===== src/pbt_regs.svh =====
// Constants for the port bit error tester
// Behaviour
// - Selected pattern goes out the chosen port; errors measured on the return.
// - Quasi-random option exists; pattern defaults to off after reset.
// - Direction selects network side (default) or terminal side.
// - Clear-to-send forced on, off, or left normal (default).
// - Line signal detect forced on, off, or left normal (default).
// - Report receiver lock to expected pattern, local or remote source.
// - Count received bit errors while synchronized, since last clear.
// - Count seconds with at least one bit error.
// - Count seconds whose error ratio exceeds one per thousand bits.
// - After ten severe seconds count every second until ten clean ones.
// - Count seconds during which the receiver is not synchronized.
// - Bit error ratio is error count over bits sent.
// - Count seconds elapsed since the test began.
// - Report request-to-send input as on or off.
// - Count seconds with subrate framing lost.
// - Each inject command inverts one outgoing bit; injects before that bit goes out merge into one.
// - Clear zeroes every counter at once.
// - Settings act only when saved; undo restores saved values.
// - Refresh delivers new snapshots of time-related values.
`ifndef PBT_REGS_SVH
`define PBT_REGS_SVH
`define PBT_CLK_NS      40
`define PBT_SECOND_NS   1000000000
`define PBT_SEC_CYCLES  (`PBT_SECOND_NS / `PBT_CLK_NS)
`define PBT_SYNC_RUN    6'h1F
`define PBT_LOSS_ERRS   4'h8
`define PBT_LFSR_SEED   20'hFFFFF
`define PBT_SES_RATIO   26'h00003E8
`define PBT_CONSECUTIVE_SEVERE_TALLY_RUN    4'h9
`define PBT_DIV_STEPS   5'h10
`define PBT_NUM_TALLY   8
`define PBT_T_BE        0
`define PBT_T_ES        1
`define PBT_T_SES       2
`define PBT_T_CONSECUTIVE_SEVERE_TALLY      3
`define PBT_T_OSS       4
`define PBT_T_SRL       5
`define PBT_T_RUN       6
`define PBT_T_BITS      7
`endif


===== src/pbt_pkg.sv =====
// Types for the port bit error tester
package pbt_pkg;
  typedef enum logic [2:0] {PAT_OFF, PAT_MARK, PAT_SPACE, PAT_ALT, PAT_ONE_IN_8,
                            PAT_PRBS511, PAT_QRSS, PAT_PRBS2047} pbt_pat_type;
  typedef enum logic [1:0] {FRC_NORM, FRC_OFF, FRC_ON} pbt_force_type;
endpackage


===== src/pbt_tester.sv =====
// Per-port built-in bit error rate tester
`timescale 1ns/100ps
`include "pbt_regs.svh"
module pbt_tester #(
  parameter int SEC_CYCLES = `PBT_SEC_CYCLES
) (
  input  wire logic        mclk,
  input  wire logic        sys_rst,
  input  wire logic [2:0]  pattern_sel,
  input  wire logic        dir_user_sel,
  input  wire logic [1:0]  cts_mode_sel,
  input  wire logic [1:0]  rlsd_mode_sel,
  input  wire logic        set_stb,
  input  wire logic        save_cmd,
  input  wire logic        undo_cmd,
  input  wire logic        refresh_cmd,
  input  wire logic        clear_cmd,
  input  wire logic        single_error_inject,
  input  wire logic        bit_stb,
  input  wire logic        net_rx_bit,
  input  wire logic        user_rx_bit,
  input  wire logic        net_data_in,
  input  wire logic        user_data_in,
  input  wire logic        cts_norm,
  input  wire logic        rlsd_norm,
  input  wire logic        rts_in,
  input  wire logic        subrate_frame_lost,
  output logic             net_tx_bit,
  output logic             user_tx_bit,
  output logic             cts_out,
  output logic             rlsd_out,
  output logic             sync_ok,
  output logic             rts_state,
  output logic [31:0]      bit_error_tally,
  output logic [31:0]      errored_second_tally,
  output logic [31:0]      severe_error_second_tally,
  output logic [31:0]      consecutive_severe_tally,
  output logic [31:0]      unsynced_second_tally,
  output logic [31:0]      subrate_frame_lost_tally,
  output logic [31:0]      test_run_seconds,
  output logic [31:0]      bits_sent_tally,
  output logic [15:0]      ber_ratio
);

  // ----------------------------------------
  // Settings: edit copy and active copy
  // ----------------------------------------
  pbt_pkg::pbt_pat_type   pat_edit_reg, pat_act_reg;
  pbt_pkg::pbt_force_type cts_edit_reg, cts_act_reg, rlsd_edit_reg, rlsd_act_reg;
  logic                   dir_edit_reg, dir_act_reg;

  always_ff @(posedge mclk or posedge sys_rst) begin
    if (sys_rst) begin
      pat_edit_reg  <= pbt_pkg::PAT_OFF;
      dir_edit_reg  <= 1'b0;
      cts_edit_reg  <= pbt_pkg::FRC_NORM;
      rlsd_edit_reg <= pbt_pkg::FRC_NORM;
    end else if (undo_cmd) begin
      pat_edit_reg  <= pat_act_reg;
      dir_edit_reg  <= dir_act_reg;
      cts_edit_reg  <= cts_act_reg;
      rlsd_edit_reg <= rlsd_act_reg;
    end else if (set_stb) begin
      pat_edit_reg  <= pbt_pkg::pbt_pat_type'(pattern_sel);
      dir_edit_reg  <= dir_user_sel;
      cts_edit_reg  <= pbt_pkg::pbt_force_type'(cts_mode_sel);
      rlsd_edit_reg <= pbt_pkg::pbt_force_type'(rlsd_mode_sel);
    end
  end

  always_ff @(posedge mclk or posedge sys_rst) begin
    if (sys_rst) begin
      pat_act_reg  <= pbt_pkg::PAT_OFF;
      dir_act_reg  <= 1'b0;
      cts_act_reg  <= pbt_pkg::FRC_NORM;
      rlsd_act_reg <= pbt_pkg::FRC_NORM;
    end else if (save_cmd && !undo_cmd) begin
      pat_act_reg  <= pat_edit_reg;
      dir_act_reg  <= dir_edit_reg;
      cts_act_reg  <= cts_edit_reg;
      rlsd_act_reg <= rlsd_edit_reg;
    end
  end

  wire running = (pat_act_reg != pbt_pkg::PAT_OFF);
  wire restart = clear_cmd | save_cmd;

  // ----------------------------------------
  // Pattern generator and error insertion
  // ----------------------------------------
  logic [19:0] lfsr_reg;
  logic [2:0]  phase_reg;
  logic        inject_reg;

  wire tx_fb = (pat_act_reg == pbt_pkg::PAT_PRBS511)  ? lfsr_reg[8] ^ lfsr_reg[4] :
               (pat_act_reg == pbt_pkg::PAT_PRBS2047) ? lfsr_reg[10] ^ lfsr_reg[8] :
               lfsr_reg[19] ^ lfsr_reg[16];
  wire tx_pat = (pat_act_reg == pbt_pkg::PAT_MARK)     ? 1'b1 :
                (pat_act_reg == pbt_pkg::PAT_SPACE)    ? 1'b0 :
                (pat_act_reg == pbt_pkg::PAT_ALT)      ? ~phase_reg[0] :
                (pat_act_reg == pbt_pkg::PAT_ONE_IN_8) ? (phase_reg == 3'h0) : tx_fb;
  wire tx_bit = tx_pat ^ inject_reg;
  // Test bits change only on the line strobe, so an inverted bit stands a whole bit time
  wire net_tx_next  = (running && !dir_act_reg) ? (bit_stb ? tx_bit : net_tx_bit) : net_data_in;
  wire user_tx_next = (running && dir_act_reg) ? (bit_stb ? tx_bit : user_tx_bit) : user_data_in;

  always_ff @(posedge mclk or posedge sys_rst) begin
    if (sys_rst) begin
      lfsr_reg  <= `PBT_LFSR_SEED;
      phase_reg <= 3'h0;
    end else if (save_cmd) begin
      lfsr_reg  <= `PBT_LFSR_SEED;
      phase_reg <= 3'h0;
    end else if (bit_stb) begin
      lfsr_reg  <= {lfsr_reg[18:0], tx_fb};
      phase_reg <= phase_reg + 3'h1;
    end
  end

  // A new inject in the consuming cycle stays pending for the next bit
  always_ff @(posedge mclk or posedge sys_rst) begin
    if (sys_rst) inject_reg <= 1'b0;
    else         inject_reg <= single_error_inject | (inject_reg & ~(bit_stb & running));
  end

  always_ff @(posedge mclk or posedge sys_rst) begin
    if (sys_rst) begin
      net_tx_bit  <= 1'b0;
      user_tx_bit <= 1'b0;
    end else begin
      net_tx_bit  <= net_tx_next;
      user_tx_bit <= user_tx_next;
    end
  end

  // ----------------------------------------
  // Self-synchronising checker
  // ----------------------------------------
  logic [19:0] rx_hist_reg;
  logic [5:0]  good_run_reg, win_cnt_reg;
  logic [3:0]  win_err_reg;

  wire rx_bit = dir_act_reg ? user_rx_bit : net_rx_bit;
  wire rx_fb  = (pat_act_reg == pbt_pkg::PAT_PRBS511)  ? rx_hist_reg[8] ^ rx_hist_reg[4] :
                (pat_act_reg == pbt_pkg::PAT_PRBS2047) ? rx_hist_reg[10] ^ rx_hist_reg[8] :
                rx_hist_reg[19] ^ rx_hist_reg[16];
  wire rx_exp = (pat_act_reg == pbt_pkg::PAT_MARK)     ? 1'b1 :
                (pat_act_reg == pbt_pkg::PAT_SPACE)    ? 1'b0 :
                (pat_act_reg == pbt_pkg::PAT_ALT)      ? ~rx_hist_reg[0] :
                (pat_act_reg == pbt_pkg::PAT_ONE_IN_8) ? (rx_hist_reg[6:0] == 7'h00) : rx_fb;
  wire bit_err  = bit_stb & running & (rx_bit != rx_exp);
  wire err_cnt  = bit_err & sync_ok;
  wire win_loss = ({1'b0, win_err_reg} + {4'h0, bit_err}) >= {1'b0, `PBT_LOSS_ERRS};

  always_ff @(posedge mclk or posedge sys_rst) begin
    if (sys_rst) rx_hist_reg <= 20'h00000;
    // Once locked the checker free-runs, so one line error counts once
    else if (bit_stb) rx_hist_reg <= {rx_hist_reg[18:0], sync_ok ? rx_exp : rx_bit};
  end

  always_ff @(posedge mclk or posedge sys_rst) begin
    if (sys_rst) begin
      sync_ok      <= 1'b0;
      good_run_reg <= 6'h00;
      win_cnt_reg  <= 6'h00;
      win_err_reg  <= 4'h0;
    end else if (!running || save_cmd) begin
      sync_ok      <= 1'b0;
      good_run_reg <= 6'h00;
      win_cnt_reg  <= 6'h00;
      win_err_reg  <= 4'h0;
    end else if (bit_stb && !sync_ok) begin
      good_run_reg <= bit_err ? 6'h00 : good_run_reg + 6'h01;
      sync_ok      <= !bit_err && good_run_reg == `PBT_SYNC_RUN;
      win_cnt_reg  <= 6'h00;
      win_err_reg  <= 4'h0;
    end else if (bit_stb) begin
      win_cnt_reg  <= win_cnt_reg + 6'h01;
      win_err_reg  <= (win_cnt_reg == 6'h3F) ? 4'h0 : win_err_reg + {3'h0, bit_err & ~win_loss};
      if (win_cnt_reg == 6'h3F && win_loss) begin
        sync_ok      <= 1'b0;
        good_run_reg <= 6'h00;
      end
    end
  end

  // ----------------------------------------
  // One-second tick and per-second tallies
  // ----------------------------------------
  logic [24:0] sec_cnt_reg;
  logic [15:0] sec_err_reg, sec_bits_reg;
  logic        sec_unsync_reg, sec_srl_reg, consecutive_severe_tally_on_reg;
  logic [3:0]  ses_run_reg, clean_run_reg;

  wire        sec_tick = (sec_cnt_reg == 25'(SEC_CYCLES - 1));
  wire        sec_es   = (sec_err_reg != 16'h0000);
  wire [25:0] err_k    = {10'h000, sec_err_reg} * `PBT_SES_RATIO;
  wire        sec_ses  = err_k > {10'h000, sec_bits_reg};
  wire        tick_run = sec_tick & running;

  always_ff @(posedge mclk or posedge sys_rst) begin
    if (sys_rst) begin
      sec_cnt_reg    <= 25'h0000000;
      sec_err_reg    <= 16'h0000;
      sec_bits_reg   <= 16'h0000;
      sec_unsync_reg <= 1'b0;
      sec_srl_reg    <= 1'b0;
    end else if (restart || sec_tick) begin
      sec_cnt_reg    <= 25'h0000000;
      sec_err_reg    <= {15'h0000, err_cnt};
      sec_bits_reg   <= {15'h0000, bit_stb & running};
      sec_unsync_reg <= !sync_ok;
      sec_srl_reg    <= subrate_frame_lost;
    end else begin
      sec_cnt_reg    <= sec_cnt_reg + 25'h0000001;
      sec_err_reg    <= sec_err_reg + {15'h0000, err_cnt && sec_err_reg != 16'hFFFF};
      sec_bits_reg   <= sec_bits_reg + {15'h0000, bit_stb && running && sec_bits_reg != 16'hFFFF};
      sec_unsync_reg <= sec_unsync_reg | !sync_ok;
      sec_srl_reg    <= sec_srl_reg | subrate_frame_lost;
    end
  end

  always_ff @(posedge mclk or posedge sys_rst) begin
    if (sys_rst) begin
      ses_run_reg   <= 4'h0;
      clean_run_reg <= 4'h0;
      consecutive_severe_tally_on_reg   <= 1'b0;
    end else if (restart) begin
      ses_run_reg   <= 4'h0;
      clean_run_reg <= 4'h0;
      consecutive_severe_tally_on_reg   <= 1'b0;
    end else if (tick_run && sec_ses) begin
      ses_run_reg   <= (ses_run_reg == `PBT_CONSECUTIVE_SEVERE_TALLY_RUN) ? ses_run_reg : ses_run_reg + 4'h1;
      clean_run_reg <= 4'h0;
      if (ses_run_reg == `PBT_CONSECUTIVE_SEVERE_TALLY_RUN) consecutive_severe_tally_on_reg <= 1'b1;
    end else if (tick_run) begin
      clean_run_reg <= (clean_run_reg == `PBT_CONSECUTIVE_SEVERE_TALLY_RUN) ? clean_run_reg : clean_run_reg + 4'h1;
      ses_run_reg   <= 4'h0;
      if (clean_run_reg == `PBT_CONSECUTIVE_SEVERE_TALLY_RUN) consecutive_severe_tally_on_reg <= 1'b0;
    end
  end

  // ----------------------------------------
  // Saturating tallies and refresh snapshots
  // ----------------------------------------
  logic [31:0] tally_reg [`PBT_NUM_TALLY];
  logic [31:0] snap_reg  [`PBT_NUM_TALLY];
  wire  [`PBT_NUM_TALLY-1:0] tally_inc = {bit_stb & running,
                                          tick_run,
                                          tick_run & sec_srl_reg,
                                          tick_run & sec_unsync_reg,
                                          tick_run & consecutive_severe_tally_on_reg,
                                          tick_run & sec_ses,
                                          tick_run & sec_es,
                                          err_cnt};

  for (genvar i = 0; i < `PBT_NUM_TALLY; i++) begin : g_tally
    always_ff @(posedge mclk or posedge sys_rst) begin
      if (sys_rst) tally_reg[i] <= 32'h00000000;
      else if (restart) tally_reg[i] <= 32'h00000000;
      else if (tally_inc[i] && tally_reg[i] != 32'hFFFFFFFF) tally_reg[i] <= tally_reg[i] + 32'h00000001;
    end
    always_ff @(posedge mclk or posedge sys_rst) begin
      if (sys_rst) snap_reg[i] <= 32'h00000000;
      else if (clear_cmd) snap_reg[i] <= 32'h00000000;
      else if (refresh_cmd) snap_reg[i] <= tally_reg[i];
    end
  end

  assign bit_error_tally           = snap_reg[`PBT_T_BE];
  assign errored_second_tally      = snap_reg[`PBT_T_ES];
  assign severe_error_second_tally = snap_reg[`PBT_T_SES];
  assign consecutive_severe_tally  = snap_reg[`PBT_T_CONSECUTIVE_SEVERE_TALLY];
  assign unsynced_second_tally     = snap_reg[`PBT_T_OSS];
  assign subrate_frame_lost_tally  = snap_reg[`PBT_T_SRL];
  assign test_run_seconds          = snap_reg[`PBT_T_RUN];
  assign bits_sent_tally           = snap_reg[`PBT_T_BITS];

  // ----------------------------------------
  // Error ratio: 16-bit binary fraction
  // ----------------------------------------
  logic        div_go_reg;
  logic [4:0]  div_cnt_reg;
  logic [32:0] div_rem_reg;
  logic [15:0] div_q_reg;
  wire  [31:0] div_num = snap_reg[`PBT_T_BE];
  wire  [31:0] div_den = snap_reg[`PBT_T_BITS];
  wire  [32:0] rem_sh  = {div_rem_reg[31:0], 1'b0};
  wire         rem_ge  = rem_sh >= {1'b0, div_den};

  always_ff @(posedge mclk or posedge sys_rst) begin
    if (sys_rst) begin
      div_go_reg  <= 1'b0;
      div_cnt_reg <= 5'h00;
      div_rem_reg <= 33'h000000000;
      div_q_reg   <= 16'h0000;
      ber_ratio   <= 16'h0000;
    end else begin
      div_go_reg <= refresh_cmd & ~clear_cmd;
      if (clear_cmd) begin
        div_cnt_reg <= 5'h00;
        ber_ratio   <= 16'h0000;
      end else if (div_go_reg) begin
        div_rem_reg <= {1'b0, div_num};
        div_q_reg   <= 16'h0000;
        div_cnt_reg <= (div_den != 32'h0 && div_num < div_den) ? `PBT_DIV_STEPS : 5'h00;
        if (div_den == 32'h0) ber_ratio <= 16'h0000;
        else if (div_num >= div_den) ber_ratio <= 16'hFFFF;
      end else if (div_cnt_reg != 5'h00) begin
        div_rem_reg <= rem_ge ? rem_sh - {1'b0, div_den} : rem_sh;
        div_q_reg   <= {div_q_reg[14:0], rem_ge};
        div_cnt_reg <= div_cnt_reg - 5'h01;
        if (div_cnt_reg == 5'h01) ber_ratio <= {div_q_reg[14:0], rem_ge};
      end
    end
  end

  // ----------------------------------------
  // Modem control leads
  // ----------------------------------------
  always_ff @(posedge mclk or posedge sys_rst) begin
    if (sys_rst) begin
      cts_out   <= 1'b0;
      rlsd_out  <= 1'b0;
      rts_state <= 1'b0;
    end else begin
      cts_out   <= (cts_act_reg == pbt_pkg::FRC_ON) | (cts_act_reg != pbt_pkg::FRC_OFF & cts_norm);
      rlsd_out  <= (rlsd_act_reg == pbt_pkg::FRC_ON) | (rlsd_act_reg != pbt_pkg::FRC_OFF & rlsd_norm);
      rts_state <= rts_in;
    end
  end

  // ----------------------------------------
  // Checks
  // ----------------------------------------
  a_inject_one_bit: assert property (@(posedge mclk) disable iff (sys_rst)
    inject_reg && bit_stb && running && !dir_act_reg && !save_cmd |=> net_tx_bit == ~$past(tx_pat))
    else $error("inject did not invert the bit");
  a_cts_forced: assert property (@(posedge mclk) disable iff (sys_rst)
    cts_act_reg == pbt_pkg::FRC_OFF |=> !cts_out)
    else $error("cts not held off");
  a_rlsd_normal: assert property (@(posedge mclk) disable iff (sys_rst)
    rlsd_act_reg == pbt_pkg::FRC_NORM |=> rlsd_out == $past(rlsd_norm))
    else $error("rlsd does not follow normal lead");
  a_clear_zeroes: assert property (@(posedge mclk) disable iff (sys_rst)
    clear_cmd |=> tally_reg[`PBT_T_BE] == 32'h0 && bit_error_tally == 32'h0 && test_run_seconds == 32'h0)
    else $error("clear left a counter");
  a_run_seconds: assert property (@(posedge mclk) disable iff (sys_rst)
    tick_run && !restart && tally_reg[`PBT_T_RUN] != 32'hFFFFFFFF
    |=> tally_reg[`PBT_T_RUN] == $past(tally_reg[`PBT_T_RUN]) + 32'h1)
    else $error("elapsed seconds missed a tick");
  a_sync_off: assert property (@(posedge mclk) disable iff (sys_rst)
    !running |=> !sync_ok)
    else $error("sync reported with pattern off");
  a_errored_sec: assert property (@(posedge mclk) disable iff (sys_rst)
    tick_run && sec_es && !restart && tally_reg[`PBT_T_ES] != 32'hFFFFFFFF
    |=> tally_reg[`PBT_T_ES] != $past(tally_reg[`PBT_T_ES]))
    else $error("errored second not counted");
  a_undo_restore: assert property (@(posedge mclk) disable iff (sys_rst)
    undo_cmd |=> pat_edit_reg == pat_act_reg && dir_edit_reg == dir_act_reg)
    else $error("undo did not restore settings");
  a_refresh_snap: assert property (@(posedge mclk) disable iff (sys_rst)
    refresh_cmd && !clear_cmd |=> test_run_seconds == $past(tally_reg[`PBT_T_RUN]))
    else $error("refresh snapshot wrong");
  a_rts_report: assert property (@(posedge mclk) disable iff (sys_rst)
    ##1 rts_state == $past(rts_in))
    else $error("rts state stale");

endmodule // pbt_tester


===== config.mk =====
export PLATFORM = sky130hd
export DESIGN_NAME = pbt_tester
export DESIGN_NICKNAME = d
export VERILOG_FILES = /design/src/pbt_pkg.sv /design/src/pbt_tester.sv
export VERILOG_INCLUDE_DIRS = /design/src /design/src/src
export SDC_FILE = /design/constraint.sdc
export NUM_CORES = 2
export LEC_CHECK = 0
export BUFFER_PORTS_ARGS = -buffer_cell sky130_fd_sc_hd__buf_2
export CAP_MARGIN = 0
export CORE_ASPECT_RATIO = 1.2
export CORE_UTILIZATION = 55
export CTS_CLUSTER_DIAMETER = 150
export DETAILED_ROUTE_END_ITERATION = 8
export PLACE_DENSITY = 0.87
export REMOVE_ABC_BUFFERS = 1
export SLEW_MARGIN = 25
export SYNTH_ARGS = -nofsm -noshare
export SYNTH_HDL_FRONTEND = slang
export SYNTH_SLANG_ARGS = --single-unit

===== constraint.sdc =====
create_clock -name mclk -period 24 [get_ports mclk]
set_input_delay 2.4 -clock mclk [delete_from_list [all_inputs] [get_ports mclk]]
set_output_delay 2.4 -clock mclk [all_outputs]
set_load 0.1 [all_outputs]

[Word-level counts from Yosys, hierarchy flattened]
Index checks and enable logic that the tools add are counted.
Cells by class
  order comparisons: 5
  reductions and logical operators: 57
  muxes and demuxes: 110
  add/sub/neg operators: 20
  bitwise operators: 32
  multipliers: 1
  equality and inequality tests: 33
Operators by type and width (count)
  $mux W32: 35
  $add A32 B1 Y32 const B: 8
  $ne A32 B32 Y1 const B: 8
  $mux W16: 8
  $mux W4: 12
  $mux W6: 8
  $mux W20: 2
  $ge A33 B32 Y1: 1
  $add A16 B1 Y16: 2
  $ge A32 B32 Y1: 1
  $logic_not A32 Y1: 1
  $lt A32 B32 Y1: 1
  $ne A16 B16 Y1 const B: 2
  $reduce_bool A32 Y1: 1
  $sub A32 B32 Y32: 1
  $mux W1: 30
  $mux W15: 2
  $gt A26 B16 Y1: 1
  $add A25 B1 Y25 const B: 1
  $eq A25 B25 Y1 const B: 1
  $mux W25: 1
  $reduce_bool A2 Y1: 12
  $mul A16 B7 Y23 const B: 1
  $reduce_bool A3 Y1: 7
  37 further kinds: 111
Storage, ports and cells
  bits of input ports: 25
  logic and storage cells: 308
  register bits: 731
  output and inout bits: 278

[Longest topological paths before layout]
  depth in word-level cells: 18
  depth in mapped cells: 25
  gate-level depth less buffers: 23

[Least setup slack after synthesis]
No wires, ideal clock.
  path type: reg-to-reg
  start: reg sec_err_reg[2]
  end: reg tally_reg[160] in the netlist's numbering
  path buffers: 2
  arrival time: 5.755 ns
  data required time: 23.868 ns
  stages on the path, launching flop included: 25
  path slack: 18.113 ns
  setup time: 0.132 ns
  period minus slack after synthesis: 5.887 ns
  cells stage by stage: dfrtp_1 -> inv_1 -> fa_1 -> fa_1 -> fa_1 -> fa_1 -> inv_1 -> ha_1 -> a21oi_1 -> o21ai_0 -> a21o_1 -> a211oi_1 -> a21oi_1 -> ha_1 -> nand4_1 -> nor4_1 -> a21oi_1 -> a221o_1 -> nor4_2 -> nand3b_1 -> buf_4 -> buf_6 -> nand2_1 -> xor2_1 -> nor2_1
On the way
  cells in the longest elaborated chain, start to end: 5
RTL lines
  start: declaration: RTL line pbt_tester.sv:191  | logic [15:0] sec_err_reg, sec_bits_reg;
  start signal: assignment: RTL line pbt_tester.sv:210  | sec_err_reg <= {15'h0000, err_cnt};
  start signal: assignment: RTL line pbt_tester.sv:216  | sec_err_reg <= sec_err_reg + {15'h0000, err_cnt && sec_err_reg != 16'hFFFF};
  $mul A16 B7 Y23 (no line)
  $gt A26 B16 Y1: RTL line pbt_tester.sv:198  | wire sec_ses = err_k > {10'h000, sec_bits_reg};
  $and A1 B1 Y1: RTL line pbt_tester.sv:253  | tick_run & sec_ses,
  $logic_and A1 B1 Y1: RTL line pbt_tester.sv:261  | else if (tally_inc[i] && tally_reg[i] != 32'hFFFFFFFF) tally_reg[i] <= tally_reg[i] + 32'h00000001;
  $reduce_bool A2 Y1 (no line)
  end signal: indexed assignment: RTL line pbt_tester.sv:259  | if (sys_rst) tally_reg[i] <= 32'h00000000;
  end signal: indexed assignment: RTL line pbt_tester.sv:260  | else if (restart) tally_reg[i] <= 32'h00000000;
  end: declaration: RTL line pbt_tester.sv:246  | logic [31:0] tally_reg [`PBT_NUM_TALLY];
Every way passes these cells.
A chain may end at the register's enable or synchronous reset.

[Worst setup path after layout]
  start: reg sec_err_reg[2]
  end: reg tally_reg[182] in the netlist's numbering
The elaborated chain is that of the path after synthesis.

==> reports/results.ini <==
[drt]
drt-vias-per-instance = 5.81
drt_wl_total_um = 94200
route.detailed.drc = 0
vias = 29724
drt_iter0_drc = 2031
dr.pass1.iters = 6
postRouteAntennaNets = 0
avgRoutedWirePerCell_um = 18.4

[worst_setup_path]
cp_slowest_cell = or4_1
cp.arrival_ns = 7.48
timing.rr.start = sec_err_reg[2]
r2r-end = tally_reg[182]
worstPathRequired_ns = 24.55
cp_slowest_stage_delay_ns = 0.65
crit_chain = inv_1, fa_1, fa_1, fa_1, fa_1, inv_1, ha_1, a21oi_1, o21ai_0, a21o_1, a211oi_1, a21oi_1, ha_1, nand4_1, o311ai_0, a221o_1, nor4_2, nand3b_1, buf_4, nand3_1, or4_1, a21oi_1
critPathMostFrequentCell = fa_1
cp_num_cells = 22
critPathTopFamily = adder cells
reg2reg_setup_slack_ns = 17.08
endpoint_kind = flop
crit_buf_inv = 3
crit_type = flop to flop
reg2regPathDepth = 22
critPathLaunchType = flop
crit_fanout = 23

[final_layout]
diodes = 0
largest_register_ffs = 256
fin_util = 0.627
fillers = 5427
final_cell_count_no_fill = 5118
drive_gt1_frac = 0.129
syn_to_final_growth_pct = 12.9
fin_area_sq_um = 43700
nets = 4387

[power_and_ir_drop]
power_mw = 3.23
vdd_drop_max_v = 0.0000606
cellPowerDensity_nw_per_um2 = 74.0
power_leakage_nw = 20.6

[clock_network]
cts_setup_buffers = 0
cts.clk_slew.worst_paths_ns = 0.06
cts_max_level = 3
cts_root_buf = clkbuf_16
clkLatencyLatePin_ns = 0.64
hold_buffers = 0
cts_buffers = 75
cts_tree = built
numClockSinks = 731
post_cts_resized = 0
clockBufferDepth = 3

[placement]
io_buffers = 302
numPlacedInstances = 4981
place.gp.congestion = 0.911
dp_hpwl_um = 64700
dpl-instance-area_sq_um = 40900

[hold_path]
hold_class = flop to flop
holdPathEnd = sec_cnt_reg[0]
min-delay-start = sec_cnt_reg[0]
hold_depth = 1

[synth]
synth.distinct_cells = 89
synth_ff_type = dfrtp_1
synth-edff-count = 0
ys_async_sr_fraction = 1.00
synth_top_area_cell = dfrtp_1
synth_top_area_frac = 0.460
synth_cells = 3901
synth_seq_cells = 731
syn_area_sq_um = 38700
synth_area_leaders = dfrtp_1 (46%), mux2i_1 (7.2%), nor2_1 (6.5%), ha_1 (5.4%), xor2_1 (3.2%)
avgSynthCellArea_sq_um = 9.91
yosysWarningCount = 0
seq_area_frac_synth = 0.474
synth.most_common_cell = dfrtp_1
synth_common_cells = dfrtp_1 (711), nor2_1 (670), mux2i_1 (278)

[sta]
setup_violations = 0
timing.fmax_mhz = 144
min_period_over_period = 0.288
fin_crit_ns = 6.92
rsz0062_at_grt = false
final_hold_viol_count = 0
setup_tns_ns = 0
slew_headroom = 0.307
tightest_slew_ns = 1.04
fin_skew_ns = 0.0365
slew_violations = 0

[global_routing]
grt_start_max_net_pins = 179
grt_use_total = 0.265
antenna_found_initial = 0
grt_pass1_wl_um = 155000
grt_pass1_vias = 30048
gr-total-overflow = 0

[floorplan]
core_area_sq_um = 69600
fp.dieW_um = 244
start_util = 0.555
dieArea_sq_um = 71400
std_cell_rows = 106
dieHeight_um = 292
boundaryPins = 303

[run]
maxCapViolations = 0

[status]
outcome = completed

-- final cells by class --
class	count	area [sq um]	area share
clock inverters	34	547	0.0125
clock buffers	102	2130	0.0488
multi-input cells	2799	18900	0.434
inverters	206	781	0.0179
repair buffers	328	1790	0.0410
flip-flops and latches	731	18300	0.420
well taps	918	1150	0.0263
-- worst reg2reg max path: stages (launching register included) --
cell,delay [ns]
dfrtp_1,0.50
inv_1,0.18
fa_1,0.59
fa_1,0.45
fa_1,0.50
fa_1,0.52
inv_1,0.05
ha_1,0.33
a21oi_1,0.24
o21ai_0,0.19
a21o_1,0.21
a211oi_1,0.22
a21oi_1,0.07
ha_1,0.31
nand4_1,0.09
o311ai_0,0.43
a221o_1,0.25
nor4_2,0.05
nand3b_1,0.09
buf_4,0.28
nand3_1,0.52
or4_1,0.65
a21oi_1,0.17
-- worst max-delay path by stage --
| stage | start | end | slack, ns |
|---|---|---|---|
| 6_report | sec_err_reg[2] | tally_reg[182] | 17.08 |
| 5_1_grt | sec_err_reg[2] | tally_reg[182] | 16.59 |
| 4_1_cts | sec_err_reg[2] | tally_reg[182] | 17.08 |
| 3_5_place_dp | sec_err_reg[2] | tally_reg[184] | 17.12 |
| 3_3_place_gp | sec_err_reg[2] | tally_reg[182] | 17.32 |
| 2_1_floorplan | sys_rst | ber_ratio[0] | 1.12 |
-- metrics by stage --
stage          setup slack, ns  hold WS, ns
6_report                 17.08        0.490
5_1_grt                  16.59        0.504
4_1_cts                  17.08        0.491
3_5_place_dp             17.12        0.478
3_3_place_gp             17.32        0.467
2_1_floorplan             1.12        0.449
-- placed cells by master (no fill, tap or decap), types with 20 or more instances in the layout --
cell and n:
inv_1 204, dfrtp_1 711, ha_1 167, o21ai_0 147, xnor2_1 136, a21oi_1 155
fa_1 54, nor2b_1 22, nand2_1 229, buf_2 300, buf_4 20, nand3_1 129
and3_1 46, dfstp_2 20, a22oi_1 28, clkbuf_16 76, a211o_1 22, mux2_2 31
mux2i_1 278, nand4_1 84, or3_1 70, o22ai_1 20, xor2_1 143, nor3_1 51
and2_1 35, and4_1 23, o21a_1 22, a21o_1 39, nor2_1 668
-- kinds of logic (layout without fill, tap and decap cells) --
| family | count (synthesis) | count (layout) | share of synthesized area |
|---|---|---|---|
| flops | 731 | 731 | 0.474 |
| buf+inv | 371 | 670 | 0.0366 |
| compound gates | 540 | 540 | 0.0875 |
| mux | 309 | 309 | 0.0810 |
| fa+ha+maj | 222 | 222 | 0.0823 |
| simple gates | 1449 | 1449 | 0.176 |
| xor+xnor | 279 | 279 | 0.0632 |
-- per-layer routing --
metal	vias up	wire length, um	GRT usage	part of all wire
met4	0	4880	0.144	0.052
met1	14837	37800	0.326	0.40
li1	13846	-	-	-
met2	786	47400	0.450	0.50
met3	255	4140	0.0350	0.044
met5	-	0	0	0
-- power by group --
group | internal, mW | switching (mW) | total (mW)
registers | 1.30 | 0.0591 | 1.36
logic | 0.228 | 0.372 | 0.600
clock network | 0.750 | 0.516 | 1.27
total | 2.28 | 0.947 | 3.23
Power figures use the tool's default switching activity.
